File: config.mk
export PLATFORM = sky130hd
export DESIGN_NAME = vdm_top
export DESIGN_NICKNAME = d
export VERILOG_FILES = /design/src/logic/vdm_pkg.sv /design/src/logic/vdm_readback.sv /design/src/logic/vdm_spi_shift.sv /design/src/logic/vdm_top.sv
export SDC_FILE = /design/constraint.sdc
export NUM_CORES = 1
export LEC_CHECK = 0
export BUFFER_PORTS_ARGS = -buffer_cell sky130_fd_sc_hd__buf_2
export CAP_MARGIN = 20
export CELL_PAD_IN_SITES_DETAIL_PLACEMENT = 0
export CELL_PAD_IN_SITES_GLOBAL_PLACEMENT = 1
export CORE_MARGIN = 1.5
export CORE_UTILIZATION = 43
export DETAILED_ROUTE_END_ITERATION = 7
export PLACE_DENSITY_LB_ADDON = 0.1
export SETUP_SLACK_MARGIN = 0.15
export SYNTH_ARGS = -nofsm -noshare
export SYNTH_HDL_FRONTEND = slang
export SYNTH_SLANG_ARGS = --single-unit
File: constraint.sdc
create_clock -name i_mclk -period 5.3 [get_ports i_mclk]
set_clock_uncertainty 0.15 [all_clocks]
set_input_delay 1.06 -clock i_mclk [delete_from_list [all_inputs] [get_ports i_mclk]]
set_output_delay 1.06 -clock i_mclk [all_outputs]
set_load 0.05 [all_outputs]
File: src/logic/vdm_pkg.sv
// constants, frame layout and decode helpers for the valve driver message block
// ----------------------------------------------------------------------------
// ----------------------------------------------------------------------------
package vdm_pkg;

   localparam int          NUM_DRV    = 3;
   localparam int          PAY_W      = 10;
   localparam int          ADC_W      = 10;
   localparam int          FRAME_W    = 16;
   localparam logic [4:0]  FRAME_BITS = 5'h10;
   localparam logic [4:0]  CNT_MAX    = 5'h1F;

   // message identifiers
   localparam logic [4:0]  ID_NONE    = 5'h00;
   localparam logic [4:0]  ID_DRV2    = 5'h0B;
   localparam logic [4:0]  ID_DRV3    = 5'h0C;
   localparam logic [4:0]  ID_DRV4    = 5'h0D;
   localparam logic [4:0]  ID_ADC1    = 5'h0E;

   // odd parity over all sixteen bits
   localparam logic        PARITY_ODD = 1'h1;

   // reset values
   localparam logic [PAY_W-1:0] PAYLOAD_RST = 10'h000;
   localparam logic             FMSG_RST    = 1'h0;

   typedef struct packed {
      logic overcurrent;
      logic open_load;
      logic overtemp;
      logic drain_voltage_flag;
   } vdm_status_t;

   typedef struct packed {
      logic [7:0]       duty_applied;
      logic [ADC_W-1:0] current;
   } vdm_meas_t;

   typedef struct packed {
      logic             parity;
      logic             fmsg;
      vdm_status_t      flags;
      logic [PAY_W-1:0] data;
   } vdm_frame_t;

   typedef struct packed {
      logic       hit;
      logic [1:0] idx;
   } vdm_sel_t;

   function automatic vdm_sel_t drv_slot(input logic [4:0] id);
      vdm_sel_t s;
      s.hit = 1'h1;
      case (id)
         ID_DRV2: s.idx = 2'h0;
         ID_DRV3: s.idx = 2'h1;
         ID_DRV4: s.idx = 2'h2;
         default: begin
            s.hit = 1'h0;
            s.idx = 2'h0;
         end
      endcase
      return s;
   endfunction : drv_slot

   function automatic logic parity_ok(input logic [FRAME_W-1:0] w);
      return (^w) == PARITY_ODD;
   endfunction : parity_ok

endpackage : vdm_pkg

File: src/logic/vdm_readback.sv
// readback field selection for one valve driver
module vdm_readback
   import vdm_pkg::*;
(
   input  wire logic             i_reg_disable,
   input  wire logic             i_feedback_select,
   input  wire logic [PAY_W-1:0] i_payload,
   input  wire logic [7:0]       i_duty_applied,
   input  wire logic [ADC_W-1:0] i_current,
   output logic      [PAY_W-1:0] o_field
);

   always_comb begin
      case ({i_reg_disable, i_feedback_select})
         2'h0:    o_field = i_payload;
         2'h1:    o_field = {i_duty_applied, 2'h0};
         2'h2:    o_field = {i_payload[PAY_W-1:2], 2'h0};
         2'h3:    o_field = i_current;
         default: o_field = '0;
      endcase
   end

endmodule : vdm_readback

File: src/logic/vdm_spi_shift.sv
// sixteen bit serial frame shifter, sampled on the system clock
module vdm_spi_shift
   import vdm_pkg::*;
(
   input  wire logic               i_mclk,
   input  wire logic               i_rst,
   input  wire logic               i_cs_n,
   input  wire logic               i_sclk,
   input  wire logic               i_mosi,
   input  wire logic [FRAME_W-1:0] i_tx_word,
   output logic                    o_miso,
   output logic                    o_miso_oe,
   output logic      [FRAME_W-1:0] o_rx_word,
   output logic                    o_rx_done,
   output logic                    o_rx_len_ok
);

   typedef enum logic [1:0] {
      SPI_IDLE  = 2'h0,
      SPI_SHIFT = 2'h1,
      SPI_DONE  = 2'h3
   } vdm_spi_state_t;

   vdm_spi_state_t     state_ff, nxt_state;
   logic [FRAME_W-1:0] tx_ff, nxt_tx;
   logic [FRAME_W-1:0] rx_ff, nxt_rx;
   logic [4:0]         cnt_ff, nxt_cnt;
   logic               oe_ff, nxt_oe;
   logic               done_ff, nxt_done;
   logic               len_ok_ff, nxt_len_ok;
   logic               sclk_ff;
   logic               sclk_rise;
   logic               sclk_fall;

   assign sclk_rise = i_sclk & ~sclk_ff;
   assign sclk_fall = ~i_sclk & sclk_ff;

   always_comb begin
      nxt_state  = state_ff;
      nxt_tx     = tx_ff;
      nxt_rx     = rx_ff;
      nxt_cnt    = cnt_ff;
      nxt_oe     = oe_ff;
      nxt_done   = 1'h0;
      nxt_len_ok = len_ok_ff;
      case (state_ff)
         SPI_IDLE: begin
            // reply is frozen at select so a late update cannot tear it
            if (!i_cs_n) begin
               nxt_state = SPI_SHIFT;
               nxt_tx    = i_tx_word;
               nxt_cnt   = '0;
               nxt_oe    = 1'h1;
            end
         end
         SPI_SHIFT: begin
            if (i_cs_n) begin
               nxt_state  = SPI_DONE;
               nxt_oe     = 1'h0;
               nxt_done   = 1'h1;
               nxt_len_ok = (cnt_ff == FRAME_BITS);
            end else begin
               if (sclk_rise) begin
                  nxt_rx = {rx_ff[FRAME_W-2:0], i_mosi};
                  if (cnt_ff != CNT_MAX) begin
                     nxt_cnt = cnt_ff + 5'h01;
                  end
               end
               // hold msb through the first rising edge
               if (sclk_fall && cnt_ff != 5'h00) begin
                  nxt_tx = {tx_ff[FRAME_W-2:0], 1'h0};
               end
            end
         end
         SPI_DONE: nxt_state = SPI_IDLE;
         default:  nxt_state = SPI_IDLE;
      endcase
   end

   always_ff @(posedge i_mclk) begin
      if (i_rst) begin
         state_ff  <= SPI_IDLE;
         tx_ff     <= '0;
         rx_ff     <= '0;
         cnt_ff    <= '0;
         oe_ff     <= 1'h0;
         done_ff   <= 1'h0;
         len_ok_ff <= 1'h0;
         sclk_ff   <= 1'h0;
      end else begin
         state_ff  <= nxt_state;
         tx_ff     <= nxt_tx;
         rx_ff     <= nxt_rx;
         cnt_ff    <= nxt_cnt;
         oe_ff     <= nxt_oe;
         done_ff   <= nxt_done;
         len_ok_ff <= nxt_len_ok;
         sclk_ff   <= i_sclk;
      end
   end

   assign o_miso      = tx_ff[FRAME_W-1];
   assign o_miso_oe   = oe_ff;
   assign o_rx_word   = rx_ff;
   assign o_rx_done   = done_ff;
   assign o_rx_len_ok = len_ok_ff;

endmodule : vdm_spi_shift

File: src/logic/vdm_top.sv
// message decode and reply for valve drivers two to four and analog input one
module vdm_top
   import vdm_pkg::*;
(
   input  wire logic                            i_mclk,
   input  wire logic                            i_rst,
   input  wire logic                            i_cs_n,
   input  wire logic                            i_sclk,
   input  wire logic                            i_mosi,
   input  wire logic                            i_regulation_disable_pair_a,
   input  wire logic                            i_regulation_disable_pair_b,
   input  wire logic                            i_feedback_select,
   input  wire vdm_status_t [NUM_DRV-1:0]       i_status,
   input  wire vdm_meas_t   [NUM_DRV-1:0]       i_meas,
   input  wire logic        [ADC_W-1:0]         i_analog1_result,
   output logic                                 o_miso,
   output logic                                 o_miso_oe,
   output logic             [NUM_DRV-1:0][PAY_W-1:0] o_drv_payload,
   output logic             [NUM_DRV-1:0]       o_drv_pwm_mode,
   output logic                                 o_analog1_request,
   output logic                                 o_frame_error
);

   // ------------------------------------------------------------------------
   // state
   // ------------------------------------------------------------------------
   logic [NUM_DRV-1:0][PAY_W-1:0] payload_ff, nxt_payload;
   logic [NUM_DRV-1:0]            pwm_mode_ff, nxt_pwm_mode;
   logic                          fmsg_ff, nxt_fmsg;
   logic [4:0]                    last_id_ff, nxt_last_id;
   logic                          adc_req_ff, nxt_adc_req;
   vdm_frame_t                    reply_ff, nxt_reply;

   logic [FRAME_W-1:0]            rx_word;
   logic                          rx_done;
   logic                          rx_len_ok;
   logic                          rx_bad;
   logic [4:0]                    rx_id;
   vdm_sel_t                      rx_sel;
   vdm_sel_t                      last_sel;
   logic [NUM_DRV-1:0][PAY_W-1:0] field;

   // driver two sits on pair a, three and four on pair b
   function automatic logic pair_disable(input logic [1:0] idx,
                                         input logic       dis_a,
                                         input logic       dis_b);
      return (idx == 2'h0) ? dis_a : dis_b;
   endfunction : pair_disable

   // ------------------------------------------------------------------------
   // serial frame shifter
   // ------------------------------------------------------------------------
   vdm_spi_shift u_shift (
      .i_mclk      (i_mclk),
      .i_rst       (i_rst),
      .i_cs_n      (i_cs_n),
      .i_sclk      (i_sclk),
      .i_mosi      (i_mosi),
      .i_tx_word   (reply_ff),
      .o_miso      (o_miso),
      .o_miso_oe   (o_miso_oe),
      .o_rx_word   (rx_word),
      .o_rx_done   (rx_done),
      .o_rx_len_ok (rx_len_ok)
   );

   // ------------------------------------------------------------------------
   // readback selection per driver
   // ------------------------------------------------------------------------
   for (genvar g = 0; g < NUM_DRV; g++) begin : g_rb
      vdm_readback u_rb (
         .i_reg_disable     (pair_disable(2'(g), i_regulation_disable_pair_a,
                                          i_regulation_disable_pair_b)),
         .i_feedback_select (i_feedback_select),
         .i_payload         (payload_ff[g]),
         .i_duty_applied    (i_meas[g].duty_applied),
         .i_current         (i_meas[g].current),
         .o_field           (field[g])
      );
   end

   // ------------------------------------------------------------------------
   // frame decode and write
   // ------------------------------------------------------------------------
   // a short or long frame counts as a parity fault: its id cannot be trusted
   assign rx_bad = !rx_len_ok || !parity_ok(rx_word);
   assign rx_id  = rx_word[14:10];
   assign rx_sel = drv_slot(rx_id);

   always_comb begin
      nxt_payload  = payload_ff;
      nxt_fmsg     = fmsg_ff;
      nxt_last_id  = last_id_ff;
      nxt_adc_req  = 1'h0;
      nxt_pwm_mode = {i_regulation_disable_pair_b, i_regulation_disable_pair_b,
                      i_regulation_disable_pair_a};
      if (rx_done) begin
         nxt_fmsg    = rx_bad;
         nxt_last_id = rx_bad ? ID_NONE : rx_id;
         if (!rx_bad && rx_sel.hit) begin
            if (pair_disable(rx_sel.idx, i_regulation_disable_pair_a,
                             i_regulation_disable_pair_b)) begin
               nxt_payload[rx_sel.idx] = {rx_word[PAY_W-1:2], 2'h0};
            end else begin
               nxt_payload[rx_sel.idx] = rx_word[PAY_W-1:0];
            end
         end
         nxt_adc_req = !rx_bad && (rx_id == ID_ADC1);
      end
   end

   // ------------------------------------------------------------------------
   // reply build, refreshed every cycle so fault flags stay live
   // ------------------------------------------------------------------------
   assign last_sel = drv_slot(last_id_ff);

   always_comb begin
      nxt_reply      = '0;
      nxt_reply.fmsg = fmsg_ff;
      if (last_sel.hit) begin
         // flags pass straight through; drain flag never gates anything
         nxt_reply.flags = i_status[last_sel.idx];
         nxt_reply.data  = field[last_sel.idx];
      end else if (last_id_ff == ID_ADC1) begin
         nxt_reply.data = i_analog1_result;
      end
      nxt_reply.parity = PARITY_ODD ^ (^nxt_reply[FRAME_W-2:0]);
   end

   always_ff @(posedge i_mclk) begin
      if (i_rst) begin
         payload_ff  <= {NUM_DRV{PAYLOAD_RST}};
         pwm_mode_ff <= '0;
         fmsg_ff     <= FMSG_RST;
         last_id_ff  <= ID_NONE;
         adc_req_ff  <= 1'h0;
         reply_ff    <= vdm_frame_t'({PARITY_ODD, 15'h0000});
      end else begin
         payload_ff  <= nxt_payload;
         pwm_mode_ff <= nxt_pwm_mode;
         fmsg_ff     <= nxt_fmsg;
         last_id_ff  <= nxt_last_id;
         adc_req_ff  <= nxt_adc_req;
         reply_ff    <= nxt_reply;
      end
   end

   assign o_drv_payload     = payload_ff;
   assign o_drv_pwm_mode    = pwm_mode_ff;
   assign o_analog1_request = adc_req_ff;
   assign o_frame_error     = fmsg_ff;
endmodule : vdm_top

Word level (Yosys, flattened, before mapping)
Cells that the tools add are included.
Widths: inputs -> output; s select.

word-level totals
  register bits after elaboration = 98
  bits of input ports = 84
  output and inout port bits = 37
  logic and storage cells = 121

cells by class
  add/subtract/negate cells = 1
  order comparisons = 3
  equal/unequal tests = 23
  mux-type cells = 37
  bitwise operators = 8
  reductions and logical operators = 27

operator list
  cell                number
  $pmux 10 s4         3
  $bwmux 30           2
  $mux 16             3
  $eq 5x4->1 const B  8
  $mux 10             4
  $pmux 16 s2         1
  $mux 30             1
  $mux 5              5
  $bmux 10 s2         1
  $demux 10 s2        1
  $reduce_xor 16->1   1
  $reduce_xor 15->1   1
  $pmux 2 s2          3
  $pmux 5 s2          1
  $bmux 4 s2          1
  $eq 2x2->1 const B  4
  $logic_not 2->1     4
  $mux 4              2
  $eq 2x1->1 const B  3
  $lt 2x3->1 const B  2
  $mux 1              6
  $ne 2x1->1 const B  3
  $ne 2x2->1 const B  3
  $not 1->1           6
  other kinds (18)    30

Depth between registers and ports, before layout
  depth after elaboration = 8
  gate-level depth with buffers = 12
  gate-level depth less buffers = 10

Hierarchy
A second synthesis with hierarchy kept.

unflattened totals
  cells, all modules = 627
  area, all modules = 5,427.7 sq um

by module, submodules not included
  module         instances  cells an instance  area an instance (sq um)  sequential area each (sq um)
  vdm_top        1          316                2,926.6                   1,101.1
  vdm_spi_shift  1          218                1,881.8                   860.8
  vdm_readback   3          31                 206.4                     0.0

Least setup slack after synthesis
OpenSTA, ideal clock, no wires.

  path type = input-to-reg
  from = input i_regulation_disable_pair_b
  to = register reply_ff[15] in the netlist's numbering
  setup time = 120 ps
  arrival = 2,699 ps
  required time = 5,030 ps
  path slack = 2,331 ps
  cell stages on the path = 9
  buffers on the path = 1
  cells stage by stage = buf_6 mux2_4 mux4_2 o211ai_2 o2111ai_1 o221ai_1 xnor2_1 nor2b_1 mux2i_1

between the ends
  word-level cells in the longest chain between the ends = 7
  elaborated cells on any way between the ends = 11

RTL lines
  what                                line                source
  start, declared                     vdm_top.sv:11       input wire logic i_regulation_disable_pair_b,
  $eq 2x2->1 (tied with other cells)  vdm_readback.sv:14  case ({i_reg_disable, i_feedback_select})
  $pmux 10 s4                         vdm_readback.sv:14
  $bmux 10 s2 (*)                     vdm_top.sv:123      nxt_reply.data = field[last_sel.idx];
  $mux 10 (implied by the code) (*)   vdm_top.sv:123
  $mux 10 (*)                         vdm_top.sv:120      if (last_sel.hit) begin
  $reduce_xor 15->1 (*)               vdm_top.sv:127      nxt_reply.parity = PARITY_ODD ^ (^nxt_reply[FRAME_W-2:0]);
  $not 1->1 (no line) (*)             --
  end signal, assigned                vdm_top.sv:137      reply_ff <= vdm_frame_t'({PARITY_ODD, 15'h0000});
  end signal, assigned                vdm_top.sv:144      reply_ff <= nxt_reply;
  end, declared                       vdm_top.sv:32       vdm_frame_t reply_ff, nxt_reply;

Mark *: on every way between the ends. The rest lies on a longest branch, timed or not. The select of a mux whose other input is x is not followed.
A chain may end at the register's enable or synchronous reset.

Final worst setup path
  from = input i_feedback_select
  to = register reply_ff[15] in the netlist's numbering

between the ends
  word-level cells in the longest chain between the ends = 7
  elaborated cells on any way between the ends = 16

RTL lines
  what                                line                source
  start, declared                     vdm_top.sv:12       input wire logic i_feedback_select,
  $eq 2x2->1 (tied with other cells)  vdm_readback.sv:14
  $pmux 10 s4                         vdm_readback.sv:14
  $bmux 10 s2 (*)                     vdm_top.sv:123
  $mux 10 (implied by the code) (*)   vdm_top.sv:123
  $mux 10 (*)                         vdm_top.sv:120
  $reduce_xor 15->1 (*)               vdm_top.sv:127
  $not 1->1 (no line) (*)             --

Marked as above.

==> results.sh <==
export IMPL_clockBufferDepth=2
export IMPL_tritoncts="done"
export IMPL_core_area_um2=11470
export IMPL_ys_warn_count=0
export IMPL_r2r_slack_ns=2.08
export IMPL_grt_util_met3=0.05389
export IMPL_synth_top_area_share=0.3867
export IMPL_io_pins=121
export IMPL_multiInputGateArea_um2=2885
export IMPL_port_buffers=120
export IMPL_grt_pass1_vias=4299
export IMPL_required_ns=5.42
export IMPL_endpoint_kind="flop"
export IMPL_tightest_slew_ns=1.018
export IMPL_clkLatencyLatePin_ns=0.36
export IMPL_yosysTopAreaCell="dfxtp_1"
export IMPL_drv_cap=0
export IMPL_arrival_ns=3.44
export IMPL_antennaDiodeCount=0
export IMPL_p_leak_uw=0.002487
export IMPL_outcome="complete, no violations"
export IMPL_post_route_util=0.5244
export IMPL_hpwlAfterDp_um=10170
export IMPL_synth_compound_area_share=0.1519
export IMPL_hold_buffers=0
export IMPL_layout_cells_non_filler=812
export IMPL_synth_common_cells="dfxtp_1 (98), nor2_1 (88), mux2i_1 (73)"
export IMPL_fin_nets=757
export IMPL_clk_pin_slew_worst_paths_ns=0.07
export IMPL_syn_inst=565
export IMPL_dieArea_um2=12460
export IMPL_grt_use_total=0.2263
export IMPL_synth_edf_count=0
export IMPL_root_buffer="clkbuf_16"
export IMPL_ys_seq_area_frac=0.3867
export IMPL_pwr_share_seq=0.486
export IMPL_finalHoldViolations=0
export IMPL_busiest_layer="met2"
export IMPL_h_tree_depth=3
export IMPL_synth_seq_cells=98
export IMPL_hp_class="reg2reg"
export IMPL_cts_setup_buffers=0
export IMPL_p_comb_frac=0.109
export IMPL_rows=39
export IMPL_wl_um=13710
export IMPL_synth_mux_area_frac=0.1633
export IMPL_yosysMostFrequentCell="dfxtp_1"
export IMPL_ant_nets=0
export IMPL_r2r_cells=8
export IMPL_post_synth_instance_area_um2=5074
export IMPL_drc=0
export IMPL_period_needed_ns=3.317
export IMPL_antenna_found_initial=0
export IMPL_synth_cell_types=62
export IMPL_ys_flop_type="dfxtp_1"
export IMPL_start_util=0.4424
export IMPL_synthSimpleGateAreaFrac=0.1721
export IMPL_total_power_uw=1563
export IMPL_synth_area_leaders="dfxtp_1 (39%), mux2i_1 (14%), nor2_1 (6.5%), xnor2_1 (4.3%), a21oi_1 (3.7%)"
export IMPL_start_kind="input port"
export IMPL_synth_top_family_by_area="simple AND/OR/NAND/NOR gates"
export IMPL_rsz0062_at_grt="false"
export IMPL_setup_viol=0
export IMPL_clkPwrFrac=0.405
export IMPL_met2_usage=0.3667
export IMPL_avgViaCountPerCell=5.330
export IMPL_fmax_mhz=301.5
export IMPL_p_per_area_nw_per_um2=259.8
export IMPL_ff_latch_area_um2=1962
export IMPL_peakVddDrop_mv=0.2821
export IMPL_fillers=1074
export IMPL_finalMaxSlewViolations=0
export IMPL_synth_fa_ha_area_frac=0.02219
export IMPL_grt_max_degree=43
export IMPL_vias=4328
export IMPL_maxSlewHeadroom=0.3178
export IMPL_numCtsBuffers=9
export IMPL_p_switching_uw=411.1
export IMPL_firstDrtPassIters=5
export IMPL_tns_ns=0
export IMPL_switching_share=0.2631
export IMPL_avgSynthCellArea_um2=8.980
export IMPL_numClockSinks=98
export IMPL_path_max_fanout=42
export IMPL_dieWidth_um=111.6
export IMPL_grt_ovfl_total=0
export IMPL_met1_usage=0.3047
export IMPL_async_flop_share=0
export IMPL_p_int_uw=1151
export IMPL_hold_depth=2
export IMPL_whs_ns=0.3028
export IMPL_area_growth_pct=18.52
export IMPL_critPathKind="in2reg"
export IMPL_syn_nets=658
export IMPL_grt_pass1_wl_um=22320
export IMPL_post_cts_resized=0
export IMPL_min_period_over_period=0.6258
export IMPL_synth_xor_area_frac=0.05623
export IMPL_drive_gt1_frac=0.2392
export IMPL_gp_congestion=0.8657
export IMPL_die_height_um=111.6
export IMPL_drt_iter0_markers=194
export IMPL_wl_per_cell_um=16.89
export IMPL_placed_cells=795
[stage by stage]
stage	area [µm²]	worst slack, ns
after floorplan	5074	2.331
after global placement	5698	1.769
after detailed placement	5713	1.653
after CTS	5998	2.024
after global routing	6013	1.734
final	6013	1.983
[cells in the final DEF (no fill, tap or decap), drive strengths merged, types with 2 or more instances in the layout]
cell type / instances
nor2b: 11
a22oi: 3
nor4: 2
ha: 9
dfxtp: 98
or3: 2
nand3: 3
a211oi: 22
and4b: 3
xor2: 5
a2bb2oi: 3
o211ai: 3
and2: 4
buf: 125
mux4: 2
inv: 16
nor2: 88
and3: 3
nor3: 4
a2111oi: 12
o21a: 2
a22o: 3
o221ai: 2
nand2b: 10
nand3b: 4
mux2i: 73
a21o: 4
clkinvlp: 2
a221oi: 3
xnor2: 25
clkbuf: 9
clkinv: 2
o21ai: 9
or2: 3
nand2: 46
mux2: 4
a21oi: 38
[cell type report]
cell class	instances	area share
clock buffers	9	0.03745
well taps	143	0.02975
multi-input cells	417	0.4798
repair buffers	125	0.1086
clock inverters	7	0.009988
inverters	13	0.008115
flip-flops and latches	98	0.3263
[power groups by stage]
stage	logic [µW]	registers (µW)	clock network [µW]
detailed placement	170	776	0
CTS	170	759	649
floorplan	102	783	0
finish	170	759	633
global placement	165	776	0
global route	187	761	675
[path summary, 6_finish.rpt]
kind,startpoint,to
max,i_feedback_select,reply_ff[15]$_SDFF_PP1_
min,reply_ff[0]$_SDFF_PP0_,u_shift.tx_ff[0]$_SDFFE_PP0P_
max reg2reg,last_id_ff[0]$_SDFFE_PP0P_,reply_ff[15]$_SDFF_PP1_
min reg2reg,reply_ff[0]$_SDFF_PP0_,u_shift.tx_ff[0]$_SDFFE_PP0P_
[routing by layer]
metal / part of all wire / vias to the layer above
met2: 0.46 / 125
met1: 0.48 / 2014
met5: 0 / -
met3: 0.055 / 18
met4: 0.013 / 0
li1: - / 2171
[logic make-up (layout without fill, tap and decap cells)]
group | Yosys count | after routing
buf+inv | 50 | 154
flops | 98 | 98
mux | 79 | 79
fa+ha+maj | 9 | 9
simple gates | 188 | 188
compound gates | 110 | 110
xor+xnor | 31 | 31
[critical path, cell delays in order]
cell	delay [ns]
buf_2	0.56
nor2_1	0.19
a221oi_1	0.34
o21ai_0	0.13
nand3_1	0.23
nor2b_1	0.22
o221ai_2	0.12
xnor3_1	0.38
mux2i_1	0.19
(Power assumes the default switching activity.)
